## src/rtl/dsw_defines.svh

```systemverilog
// Constants of the deep standby wake-up controller: register indices,
// field positions, reset values and counts.
// Assumes inclusion by bare name from the design top and the testbench.
`ifndef DSW_DEFINES_SVH
`define DSW_DEFINES_SVH

// Register indices; byte address on the bus is four times the index
`define DSW_IDX_PIN_SEL 24'hfffbcc
`define DSW_IDX_CLK_RATIO 24'hfffdc4
`define DSW_IDX_STBY_CTRL 24'hfffdc6
`define DSW_IDX_DEEP_CTRL 24'hfffe70
`define DSW_IDX_SETTLE 24'hfffe71
`define DSW_IDX_WAKE_EN 24'hfffe72
`define DSW_IDX_WAKE_FLAGS 24'hfffe73
`define DSW_IDX_WAKE_EDGE 24'hfffe74
`define DSW_IDX_RST_CAUSE 24'hfffe75
`define DSW_IDX_IRQ_STATUS 24'hfff000
`define DSW_IDX_IRQ_MASK 24'hfff001

// Field positions
`define DSW_BIT_PIN_SEL 0
`define DSW_BIT_SOFT_STBY 15
`define DSW_BIT_DEEP_STBY 7
`define DSW_BIT_PORT_HOLD 6
`define DSW_BIT_WAKE_EN 0
`define DSW_BIT_WAKE_FLAG 0
`define DSW_BIT_WAKE_EDGE 0
`define DSW_BIT_RST_FLAG 7
`define DSW_BIT_IRQ_WAKE 0
`define DSW_BIT_IRQ_ENTER 1

// Reset values
`define DSW_RST_CLK_RATIO 16'h0010
`define DSW_RST_SETTLE 6'h0d

// Ratio encodings and multipliers
`define DSW_RATIO_X4 3'h0
`define DSW_RATIO_X2 3'h1
`define DSW_RATIO_X1 3'h2

// Timing: settle code that selects the long wait, its length in states
`define DSW_SETTLE_LONG_CODE 6'h0d
`define DSW_SETTLE_LONG_STATES 131072
`define DSW_SETTLE_SHORT_STATES 1024
`define DSW_INTRST_CYCLES 4'h4

`endif

```

## src/rtl/dsw_pkg.sv

```systemverilog
// Types of the deep standby wake-up controller.
// Assumes the constants header is compiled alongside.
package dsw_pkg;

  // Controller states
  typedef enum logic [1:0] {
    DSW_RUN    = 2'b00,
    DSW_DEEP   = 2'b01,
    DSW_SETTLE = 2'b10,
    DSW_INTRST = 2'b11
  } dsw_state_t;

  // Clock ratio control register layout
  typedef struct packed {
    logic       bus_clk_pin_gate;
    logic       sdram_clk_pin_gate;
    logic [2:0] rsv_hi;
    logic [2:0] core_clk_ratio;
    logic       rsv_mid;
    logic [2:0] periph_clk_ratio;
    logic       rsv_lo;
    logic [2:0] extbus_clk_ratio;
  } dsw_clk_ratio_t;

  // Captured bus address phase
  typedef struct packed {
    logic        active;
    logic        write;
    logic [31:0] addr;
  } dsw_bus_req_t;

endpackage : dsw_pkg

```

## src/rtl/dsw_top.sv

```systemverilog
// Deep standby wake-up controller: standby entry, wake-up detection,
// clock settle wait, internal reset, port retention and clock setup.
// Assumes an AHB-Lite master on CLK, pin inputs asynchronous to CLK,
// and sleep/cancel/port inputs generated on CLK.
`timescale 1ns/1ps
`default_nettype none
`include "dsw_defines.svh"

module dsw_top #(
  parameter int PORT_W = 8,
  parameter int SETTLE_LONG = `DSW_SETTLE_LONG_STATES,
  parameter int SETTLE_SHORT = `DSW_SETTLE_SHORT_STATES
) (
  input wire logic CLK,
  input wire logic RST,
  input wire logic HSEL,
  input wire logic [31:0] HADDR,
  input wire logic [1:0] HTRANS,
  input wire logic HWRITE,
  input wire logic [2:0] HSIZE,
  input wire logic [31:0] HWDATA,
  input wire logic HREADY,
  output logic [31:0] HRDATA,
  output logic HREADYOUT,
  output logic HRESP,
  input wire logic IRQ_PIN_A,
  input wire logic IRQ_PIN_B,
  input wire logic SLEEP_REQ,
  input wire logic CANCEL_PENDING,
  input wire logic [PORT_W-1:0] PORT_IN,
  output logic [PORT_W-1:0] PORT_OUT,
  output logic PORT_HOLD,
  output logic DEEP_STANDBY,
  output logic INT_RESET,
  output logic BUS_CLK_PIN,
  output logic SDRAM_CLK_PIN,
  output logic [2:0] CORE_CLK_MULT,
  output logic [2:0] PERIPH_CLK_MULT,
  output logic [2:0] EXTBUS_CLK_MULT,
  output logic IRQ
);

  // Multiplier for a ratio code; unlisted codes report zero
  function automatic logic [2:0] ratio_mult(input logic [2:0] code);
    case (code)
      `DSW_RATIO_X4: ratio_mult = 3'h4;
      `DSW_RATIO_X2: ratio_mult = 3'h2;
      `DSW_RATIO_X1: ratio_mult = 3'h1;
      default: ratio_mult = 3'h0;
    endcase
  endfunction : ratio_mult

  // True when a byte address hits a register index
  function automatic logic hit(input logic [31:0] addr, input logic [23:0] idx);
    hit = (addr == {6'h00, idx, 2'b00});
  endfunction : hit

  dsw_pkg::dsw_state_t state_q;
  dsw_pkg::dsw_bus_req_t req_q;
  dsw_pkg::dsw_clk_ratio_t clk_ratio_q;
  logic hready_q;
  logic [31:0] rdata_q;
  logic pin_sel_q;
  logic soft_stby_q;
  logic deep_stby_q;
  logic port_hold_keep_q;
  logic [5:0] settle_q;
  logic wake_en_q;
  logic wake_edge_q;
  logic wake_flag_q;
  logic wake_flag_armed_q;
  logic rst_flag_q;
  logic rst_flag_armed_q;
  logic [1:0] irq_stat_q;
  logic [1:0] irq_mask_q;
  logic irq_q;
  logic [1:0] sync_a_q;
  logic [1:0] sync_b_q;
  logic irq_prev_q;
  logic [17:0] settle_cnt_q;
  logic [3:0] intrst_cnt_q;
  logic hold_q;
  logic [PORT_W-1:0] hold_val_q;
  logic [PORT_W-1:0] port_out_q;
  logic clk_div_q;
  logic bus_pin_q;
  logic sdram_pin_q;
  logic [2:0] core_mult_q;
  logic [2:0] periph_mult_q;
  logic [2:0] extbus_mult_q;
  logic deep_out_q;
  logic intrst_out_q;

  logic addr_take;
  logic wr_en;
  logic rd_en;
  logic [31:0] rd_mux;
  logic irq_sel;
  logic edge_hit;
  logic wake_ev;
  logic enter_ev;
  logic settle_done;
  logic [17:0] settle_len;

  // Address phase taken only while the bus is ready
  assign addr_take = HSEL && HTRANS[1] && HREADY;
  // Data phase completes at the edge after the wait state
  assign wr_en = req_q.active && req_q.write;
  assign rd_en = req_q.active && !req_q.write;

  // One wait state on every transfer: writes land before the next
  // address is accepted, so a read never sees stale contents
  always_ff @(posedge CLK or posedge RST) begin
    if (RST) begin
      req_q <= '0;
      hready_q <= 1'b1;
    end else begin
      if (addr_take) begin
        req_q <= '{active: 1'b1, write: HWRITE, addr: HADDR};
        hready_q <= 1'b0;
      end else begin
        req_q.active <= 1'b0;
        hready_q <= 1'b1;
      end
    end
  end

  // Read multiplexer; unmapped addresses read zero
  always_comb begin
    rd_mux = 32'h0000_0000;
    if (hit(req_q.addr, `DSW_IDX_PIN_SEL)) begin
      rd_mux[`DSW_BIT_PIN_SEL] = pin_sel_q;
    end else if (hit(req_q.addr, `DSW_IDX_CLK_RATIO)) begin
      rd_mux[15:0] = clk_ratio_q;
    end else if (hit(req_q.addr, `DSW_IDX_STBY_CTRL)) begin
      rd_mux[`DSW_BIT_SOFT_STBY] = soft_stby_q;
    end else if (hit(req_q.addr, `DSW_IDX_DEEP_CTRL)) begin
      rd_mux[`DSW_BIT_DEEP_STBY] = deep_stby_q;
      rd_mux[`DSW_BIT_PORT_HOLD] = port_hold_keep_q;
    end else if (hit(req_q.addr, `DSW_IDX_SETTLE)) begin
      rd_mux[5:0] = settle_q;
    end else if (hit(req_q.addr, `DSW_IDX_WAKE_EN)) begin
      rd_mux[`DSW_BIT_WAKE_EN] = wake_en_q;
    end else if (hit(req_q.addr, `DSW_IDX_WAKE_FLAGS)) begin
      rd_mux[`DSW_BIT_WAKE_FLAG] = wake_flag_q;
    end else if (hit(req_q.addr, `DSW_IDX_WAKE_EDGE)) begin
      rd_mux[`DSW_BIT_WAKE_EDGE] = wake_edge_q;
    end else if (hit(req_q.addr, `DSW_IDX_RST_CAUSE)) begin
      rd_mux[`DSW_BIT_RST_FLAG] = rst_flag_q;
    end else if (hit(req_q.addr, `DSW_IDX_IRQ_STATUS)) begin
      rd_mux[1:0] = irq_stat_q;
    end else if (hit(req_q.addr, `DSW_IDX_IRQ_MASK)) begin
      rd_mux[1:0] = irq_mask_q;
    end
  end

  // Read data registered at the end of the wait state
  always_ff @(posedge CLK or posedge RST) begin
    if (RST) begin
      rdata_q <= 32'h0000_0000;
    end else if (rd_en) begin
      rdata_q <= rd_mux;
    end
  end

  // Plain control registers written by software
  always_ff @(posedge CLK or posedge RST) begin
    if (RST) begin
      pin_sel_q <= 1'b0;
      soft_stby_q <= 1'b0;
      deep_stby_q <= 1'b0;
      port_hold_keep_q <= 1'b0;
      settle_q <= `DSW_RST_SETTLE;
      wake_en_q <= 1'b0;
      wake_edge_q <= 1'b0;
      irq_mask_q <= 2'h0;
    end else if (wr_en) begin
      if (hit(req_q.addr, `DSW_IDX_PIN_SEL)) begin
        pin_sel_q <= HWDATA[`DSW_BIT_PIN_SEL];
      end
      if (hit(req_q.addr, `DSW_IDX_STBY_CTRL)) begin
        soft_stby_q <= HWDATA[`DSW_BIT_SOFT_STBY];
      end
      if (hit(req_q.addr, `DSW_IDX_DEEP_CTRL)) begin
        deep_stby_q <= HWDATA[`DSW_BIT_DEEP_STBY];
        port_hold_keep_q <= HWDATA[`DSW_BIT_PORT_HOLD];
      end
      if (hit(req_q.addr, `DSW_IDX_SETTLE)) begin
        settle_q <= HWDATA[5:0];
      end
      if (hit(req_q.addr, `DSW_IDX_WAKE_EN)) begin
        wake_en_q <= HWDATA[`DSW_BIT_WAKE_EN];
      end
      if (hit(req_q.addr, `DSW_IDX_WAKE_EDGE)) begin
        wake_edge_q <= HWDATA[`DSW_BIT_WAKE_EDGE];
      end
      if (hit(req_q.addr, `DSW_IDX_IRQ_MASK)) begin
        irq_mask_q <= HWDATA[1:0];
      end
    end
  end

  // Ratio register; the internal reset restores defaults so software
  // reprograms the clocks after every wake-up
  always_ff @(posedge CLK or posedge RST) begin
    if (RST) begin
      clk_ratio_q <= `DSW_RST_CLK_RATIO;
    end else if (state_q == dsw_pkg::DSW_INTRST) begin
      clk_ratio_q <= `DSW_RST_CLK_RATIO;
    end else if (wr_en && hit(req_q.addr, `DSW_IDX_CLK_RATIO)) begin
      clk_ratio_q <= HWDATA[15:0];
      clk_ratio_q.rsv_hi <= 3'h0;
      clk_ratio_q.rsv_mid <= 1'b0;
      clk_ratio_q.rsv_lo <= 1'b0;
    end
  end

  // Two-stage synchronisers for both interrupt pins
  always_ff @(posedge CLK or posedge RST) begin
    if (RST) begin
      sync_a_q <= 2'b11;
      sync_b_q <= 2'b11;
    end else begin
      sync_a_q <= {sync_a_q[0], IRQ_PIN_A};
      sync_b_q <= {sync_b_q[0], IRQ_PIN_B};
    end
  end

  assign irq_sel = pin_sel_q ? sync_b_q[1] : sync_a_q[1];

  // Previous level of the selected input for edge detection
  always_ff @(posedge CLK or posedge RST) begin
    if (RST) begin
      irq_prev_q <= 1'b1;
    end else begin
      irq_prev_q <= irq_sel;
    end
  end

  // falling edge when select is 0, rising when 1
  assign edge_hit = wake_edge_q ? (irq_sel && !irq_prev_q) : (!irq_sel && irq_prev_q);
  assign wake_ev = (state_q == dsw_pkg::DSW_DEEP) && wake_en_q && edge_hit;
  assign enter_ev = (state_q == dsw_pkg::DSW_RUN) && SLEEP_REQ && soft_stby_q &&
                    deep_stby_q && !CANCEL_PENDING;

  // settle length from the code; long counts are parameters
  assign settle_len = (settle_q == `DSW_SETTLE_LONG_CODE) ? 18'(SETTLE_LONG - 1) :
                      18'(SETTLE_SHORT - 1);
  assign settle_done = (settle_cnt_q == settle_len);

  // Standby sequencer: deep standby, settle, internal reset, run
  always_ff @(posedge CLK or posedge RST) begin
    if (RST) begin
      state_q <= dsw_pkg::DSW_RUN;
      settle_cnt_q <= 18'h0_0000;
      intrst_cnt_q <= 4'h0;
    end else begin
      case (state_q)
        dsw_pkg::DSW_RUN: begin
          if (enter_ev) begin
            state_q <= dsw_pkg::DSW_DEEP;
          end
        end
        dsw_pkg::DSW_DEEP: begin
          settle_cnt_q <= 18'h0_0000;
          if (wake_ev) begin
            state_q <= dsw_pkg::DSW_SETTLE;
          end
        end
        dsw_pkg::DSW_SETTLE: begin
          settle_cnt_q <= settle_cnt_q + 18'h0_0001;
          if (settle_done) begin
            state_q <= dsw_pkg::DSW_INTRST;
            intrst_cnt_q <= 4'h0;
          end
        end
        dsw_pkg::DSW_INTRST: begin
          intrst_cnt_q <= intrst_cnt_q + 4'h1;
          if (intrst_cnt_q == `DSW_INTRST_CYCLES - 4'h1) begin
            state_q <= dsw_pkg::DSW_RUN;
          end
        end
        default: state_q <= dsw_pkg::DSW_RUN;
      endcase
    end
  end

  // wake flag: set wins over clear; armed by a read that saw a one.
  // only the power-on reset touches it, not the internal reset
  always_ff @(posedge CLK or posedge RST) begin
    if (RST) begin
      wake_flag_q <= 1'b0;
      wake_flag_armed_q <= 1'b0;
    end else begin
      if (wake_ev) begin
        wake_flag_q <= 1'b1;
      end else if (wr_en && hit(req_q.addr, `DSW_IDX_WAKE_FLAGS) &&
                   !HWDATA[`DSW_BIT_WAKE_FLAG] && wake_flag_armed_q) begin
        wake_flag_q <= 1'b0;
      end
      if (rd_en && hit(req_q.addr, `DSW_IDX_WAKE_FLAGS) && wake_flag_q) begin
        wake_flag_armed_q <= 1'b1;
      end else if (wr_en && hit(req_q.addr, `DSW_IDX_WAKE_FLAGS)) begin
        wake_flag_armed_q <= 1'b0;
      end
    end
  end

  // reset cause flag, set when the internal reset starts
  // it too survives the internal reset
  always_ff @(posedge CLK or posedge RST) begin
    if (RST) begin
      rst_flag_q <= 1'b0;
      rst_flag_armed_q <= 1'b0;
    end else begin
      if (state_q == dsw_pkg::DSW_SETTLE && settle_done) begin
        rst_flag_q <= 1'b1;
      end else if (wr_en && hit(req_q.addr, `DSW_IDX_RST_CAUSE) &&
                   !HWDATA[`DSW_BIT_RST_FLAG] && rst_flag_armed_q) begin
        rst_flag_q <= 1'b0;
      end
      if (rd_en && hit(req_q.addr, `DSW_IDX_RST_CAUSE) && rst_flag_q) begin
        rst_flag_armed_q <= 1'b1;
      end else if (wr_en && hit(req_q.addr, `DSW_IDX_RST_CAUSE)) begin
        rst_flag_armed_q <= 1'b0;
      end
    end
  end

  // Sticky interrupt status, write one to clear; a new event wins
  always_ff @(posedge CLK or posedge RST) begin
    if (RST) begin
      irq_stat_q <= 2'h0;
      irq_q <= 1'b0;
    end else begin
      if (wr_en && hit(req_q.addr, `DSW_IDX_IRQ_STATUS)) begin
        irq_stat_q <= (irq_stat_q & ~HWDATA[1:0]) | {enter_ev, wake_ev};
      end else begin
        irq_stat_q <= irq_stat_q | {enter_ev, wake_ev};
      end
      irq_q <= |(irq_stat_q & irq_mask_q);
    end
  end

  // Port retention: capture at entry, drive held value while holding
  always_ff @(posedge CLK or posedge RST) begin
    if (RST) begin
      hold_q <= 1'b0;
      hold_val_q <= '0;
      port_out_q <= '0;
    end else begin
      if (enter_ev) begin
        hold_q <= 1'b1;
        hold_val_q <= PORT_IN;
      end else if (wake_ev && !port_hold_keep_q) begin
        hold_q <= 1'b0;
      end else if (state_q == dsw_pkg::DSW_RUN && wr_en &&
                   hit(req_q.addr, `DSW_IDX_DEEP_CTRL) && !HWDATA[`DSW_BIT_PORT_HOLD]) begin
        // Kept states end when software clears the hold bit after exit
        hold_q <= 1'b0;
      end
      port_out_q <= (hold_q || enter_ev) ? (enter_ev ? PORT_IN : hold_val_q) : PORT_IN;
    end
  end

  // Clock pins; stopped high while the oscillator is down or settling,
  // which keeps the unstable period off the pins
  always_ff @(posedge CLK or posedge RST) begin
    if (RST) begin
      clk_div_q <= 1'b0;
      bus_pin_q <= 1'b1;
      sdram_pin_q <= 1'b1;
    end else begin
      clk_div_q <= ~clk_div_q;
      bus_pin_q <= (clk_ratio_q.bus_clk_pin_gate || state_q != dsw_pkg::DSW_RUN) ?
                   1'b1 : clk_div_q;
      sdram_pin_q <= (clk_ratio_q.sdram_clk_pin_gate || state_q != dsw_pkg::DSW_RUN) ?
                     1'b1 : clk_div_q;
    end
  end

  // Clock ratio outputs and status levels
  always_ff @(posedge CLK or posedge RST) begin
    if (RST) begin
      core_mult_q <= 3'h0;
      periph_mult_q <= 3'h0;
      extbus_mult_q <= 3'h0;
      deep_out_q <= 1'b0;
      intrst_out_q <= 1'b0;
    end else begin
      core_mult_q <= ratio_mult(clk_ratio_q.core_clk_ratio);
      periph_mult_q <= ratio_mult(clk_ratio_q.periph_clk_ratio);
      extbus_mult_q <= ratio_mult(clk_ratio_q.extbus_clk_ratio);
      deep_out_q <= (state_q == dsw_pkg::DSW_DEEP) || (state_q == dsw_pkg::DSW_SETTLE);
      intrst_out_q <= (state_q == dsw_pkg::DSW_INTRST);
    end
  end

  assign HRDATA = rdata_q;
  assign HREADYOUT = hready_q;
  assign HRESP = 1'b0;
  assign PORT_OUT = port_out_q;
  assign PORT_HOLD = hold_q;
  assign DEEP_STANDBY = deep_out_q;
  assign INT_RESET = intrst_out_q;
  assign BUS_CLK_PIN = bus_pin_q;
  assign SDRAM_CLK_PIN = sdram_pin_q;
  assign CORE_CLK_MULT = core_mult_q;
  assign PERIPH_CLK_MULT = periph_mult_q;
  assign EXTBUS_CLK_MULT = extbus_mult_q;
  assign IRQ = irq_q;

endmodule : dsw_top

`default_nettype wire

```

## config.mk

```make
export PLATFORM = sky130hd
export DESIGN_NAME = dsw_top
export DESIGN_NICKNAME = d
export VERILOG_FILES = /design/src/rtl/dsw_pkg.sv /design/src/rtl/dsw_top.sv
export VERILOG_INCLUDE_DIRS = /design/src /design/src/rtl
export SDC_FILE = /design/constraint.sdc
export NUM_CORES = 1
export LEC_CHECK = 0
export ABC_AREA = 1
export BUFFER_PORTS_ARGS = -buffer_cell sky130_fd_sc_hd__buf_4
export CAP_MARGIN = 20
export CORE_MARGIN = 4
export CORE_UTILIZATION = 56
export CTS_BUF_LIST = sky130_fd_sc_hd__clkbuf_8
export CTS_CLUSTER_SIZE = 40
export DETAILED_ROUTE_END_ITERATION = 16
export GPL_ROUTABILITY_DRIVEN = 1
export HOLD_SLACK_MARGIN = 0.06
export PLACE_DENSITY = 0.83
export SETUP_SLACK_MARGIN = 0.3
export SYNTH_ARGS = -nofsm -noshare
export SYNTH_HDL_FRONTEND = slang
export SYNTH_SLANG_ARGS = --single-unit
```

## constraint.sdc

```tcl
create_clock -name CLK -period 5.65 [get_ports CLK]
set_input_delay 0.2825 -clock CLK [delete_from_list [all_inputs] [get_ports CLK]]
set_output_delay 0.2825 -clock CLK [all_outputs]
set_load 0.01 [all_outputs]
```

==> results.cfg <==
[route]
routed_via_density = 5.34
wl_per_cell_um = 14.2
vias = 5610
ant_nets = 0
drtPass1Iterations = 5
wl_mm = 14.9
drt_iter0_drc = 372
drc = 0

[global_route]
grt_pass1_vias = 5514
antenna_found_initial = 0
grt_max_degree = 82
grt_pass1_wl_mm = 25.2
overflow = 0
track_usage_pct = 23.8

[clock_network]
cts_made_buffers = 17
cts.path.max_buffers = 2
clockRootBuffer = clkbuf_8
numClockSinks = 140
clk_pin_slew_ns = 0.07
htreeDepth = 4
post_cts_buffers = 0
cts.repair.resized = 0
ctsHoldBuffers = 33
clk_latency_ns = 0.44
cts_tree = done

[power_and_ir_drop]
fin_total_pwr_mw = 2.71
power_leakage_nw = 3.91
ir_drop_mv = 0.221
powerDensity_nw_per_um2 = 340

[finish]
drive_gt1_share_pct = 17.5
regArea_um2 = 3520
final_common_cell = nand2_1
areaGrowthSynthToFinish_pct = 23.5
finalNonFillerCells = 1050
multi_input_area_um2 = 2430
fillers = 801
num_antenna_cells = 0
final_area_um2 = 7960
final_nets = 989
final_cell_mix = 199 x nand2_1, 128 x dfrtp_1, 100 x buf_4, 91 x inv_1, 82 x o21ai_0

[outcome]
outcome = finished, final reports clean

[setup_path]
end_kind = register
cp-startpoint = state_q[1]$_DFFE_PP0P_
path_class = reg2reg
path_common_cell = inv_1
crit_path_start_kind = register
crit_slowest_cell = dfrtp_1
critPathRequiredTime_ns = 5.95
reg2reg_slack_ns = 3.31
rr_startpoint = state_q[1]$_DFFE_PP0P_
critPathArrivalTime_ns = 2.65
cp_max_fo = 18
slowest_delay_ns = 0.42
cp_cell_sequence = inv_1 > ha_1 > inv_1 > or2_1 > nor2_1 > inv_1 > a221oi_1 > nand2_1 > nand2_1 > o21ai_0

[placement]
place_area_um2 = 7260
gp_congestion = 0.995
placed_cells = 985
dpl.hpwl_mm = 10.4
place.port_buffers = 99

[die]
die_h_um = 115
start_util_pct = 58.4
rows = 38
coreArea_um2 = 11000
die_x_um = 115
ioPinCount = 143
die_area_um2 = 13300

[synthesis]
async_flop_share_pct = 100
syn_inst = 759
ys_seq_elements = 140
syn-mean-instance-area_um2 = 8.49
yosysWarnings = 0
synth_ff_type = dfrtp_1
synth_cell_types = 44
netlist_area_um2 = 6440
synth-edff-count = 0
ys_seq_area_share_pct = 54.6

[sta]
max_freq_ghz = 0.427
finalCritPeriodShare_pct = 41.4
finalClockSkew_ns = 0.0151
post-route-min-period_ns = 2.34
maxSlewViolCount = 0
finalHoldViolCount = 0
setup_viol = 0
rsz0062_at_grt = no
setup_tns_ns = 0
worst_pin_slew_ns = 0.971
relSlewSlack_pct = 35.3

[flow_run]
max_cap_viol_count = 0

[hold_path]
hp-start = HADDR[3]
hp-class = in2reg
[cell families (layout without fill, tap and decap cells)]
kind of cell / Yosys count / after routing / share of synthesized area, %
other cells: 1 / 20 / 0.0582
mux: 3 / 3 / 0.641
fa+ha+maj: 6 / 6 / 1.17
flops: 140 / 140 / 54.6
buf+inv: 128 / 260 / 8.74
compound gates: 121 / 121 / 10.2
xor+xnor: 2 / 2 / 0.272
simple gates: 358 / 358 / 24.4
[critical path: cells and delay by family, from the launching register on]
family	cells	cell delay [ns]
adder cells (fa/ha/maj)	1	0.26
flip-flops	1	0.42
AND/OR/NAND/NOR	4	0.61
AO/OA/AOI/OAI	2	0.44
buffers and inverters	3	0.47
[per-stage QoR]
step / hold slack, ns / setup WS [ns] / utilization (%)
3_3_place_gp: 0.349 / 3.15 / 65.6
2_1_floorplan: 0.287 / 1.63 / -
6_report: 0.0783 / 3.31 / 72.2
3_5_place_dp: 0.351 / 3.31 / 65.8
4_1_cts: 0.0603 / 3.28 / 72.2
5_1_grt: 0.0626 / 3.03 / 72.2
[layout make-up]
class	instances	share of cell area, %
sequential	140	44.2
inverter	94	4.50
clock buffer	20	3.46
clock inverter	12	1.24
multi-input combinational	510	30.6
timing repair buffer	134	13.8
tap	140	2.20
[layer usage]
metal | up-vias | global-route usage (%) | wire length, µm | part of all wire (%)
met4 | 0 | 8.53 | 284 | 1.9
met1 | 2674 | 31.6 | 6450 | 43
met5 | - | 0 | 0 | 0
li1 | 2706 | - | - | -
met3 | 29 | 5.42 | 909 | 6.1
met2 | 201 | 38.7 | 7300 | 49
[synth_stat cells, drive strengths merged, types with 2 or more instances]
master  number  area, µm²
a21oi       19       95.1
a31oi        3       18.8
a32o         2       20.0
buf         24        171
clkbuf      10       38.8
clkinv       2       7.51
dfrtp      128       3200
dfstp       12        315
ha           6       75.1
inv         92        345
mux2         3       41.3
nand2      200        758
nand3       45        230
nand4       14       93.8
nor2        58        244
nor3        30        160
nor4         9       71.3
o21ai       84        424
o22ai        5       31.3
o31ai        3       22.5
or2          2       12.5
[report_power, final]
part / switching, mW / internal, mW / leakage [nW]
sequential: 0.0995 / 1.18 / 1.72
combinational: 0.415 / 0.253 / 1.98
clock: 0.379 / 0.379 / 0.203
total: 0.893 / 1.82 / 3.91
[registers in the layout, summed over array words and instances, names as in the netlist, 4 cells and up]
register	count
settle_q	6
req_q	34
clk_ratio_q	11
PORT_OUT	8
hold_val_q	8
HRDATA	13
settle_cnt_q	18
intrst_cnt_q	4
[worst paths after layout]
check | end | cells after the start
setup / recovery | state_q[0]$_DFFE_PP0P_ | 10
hold / removal | req_q[3]$_DFFE_PP0P_ | 3
setup reg to reg | state_q[0]$_DFFE_PP0P_ | 10
hold reg to reg | sync_a_q[1]$_DFF_PP1_ | 0
max in group asynchronous | clk_ratio_q[0]$_DFFE_PP0P_ | 4
min in group asynchronous | req_q[9]$_DFFE_PP0P_ | 3
No activity file was read; power rests on OpenSTA's default activity.
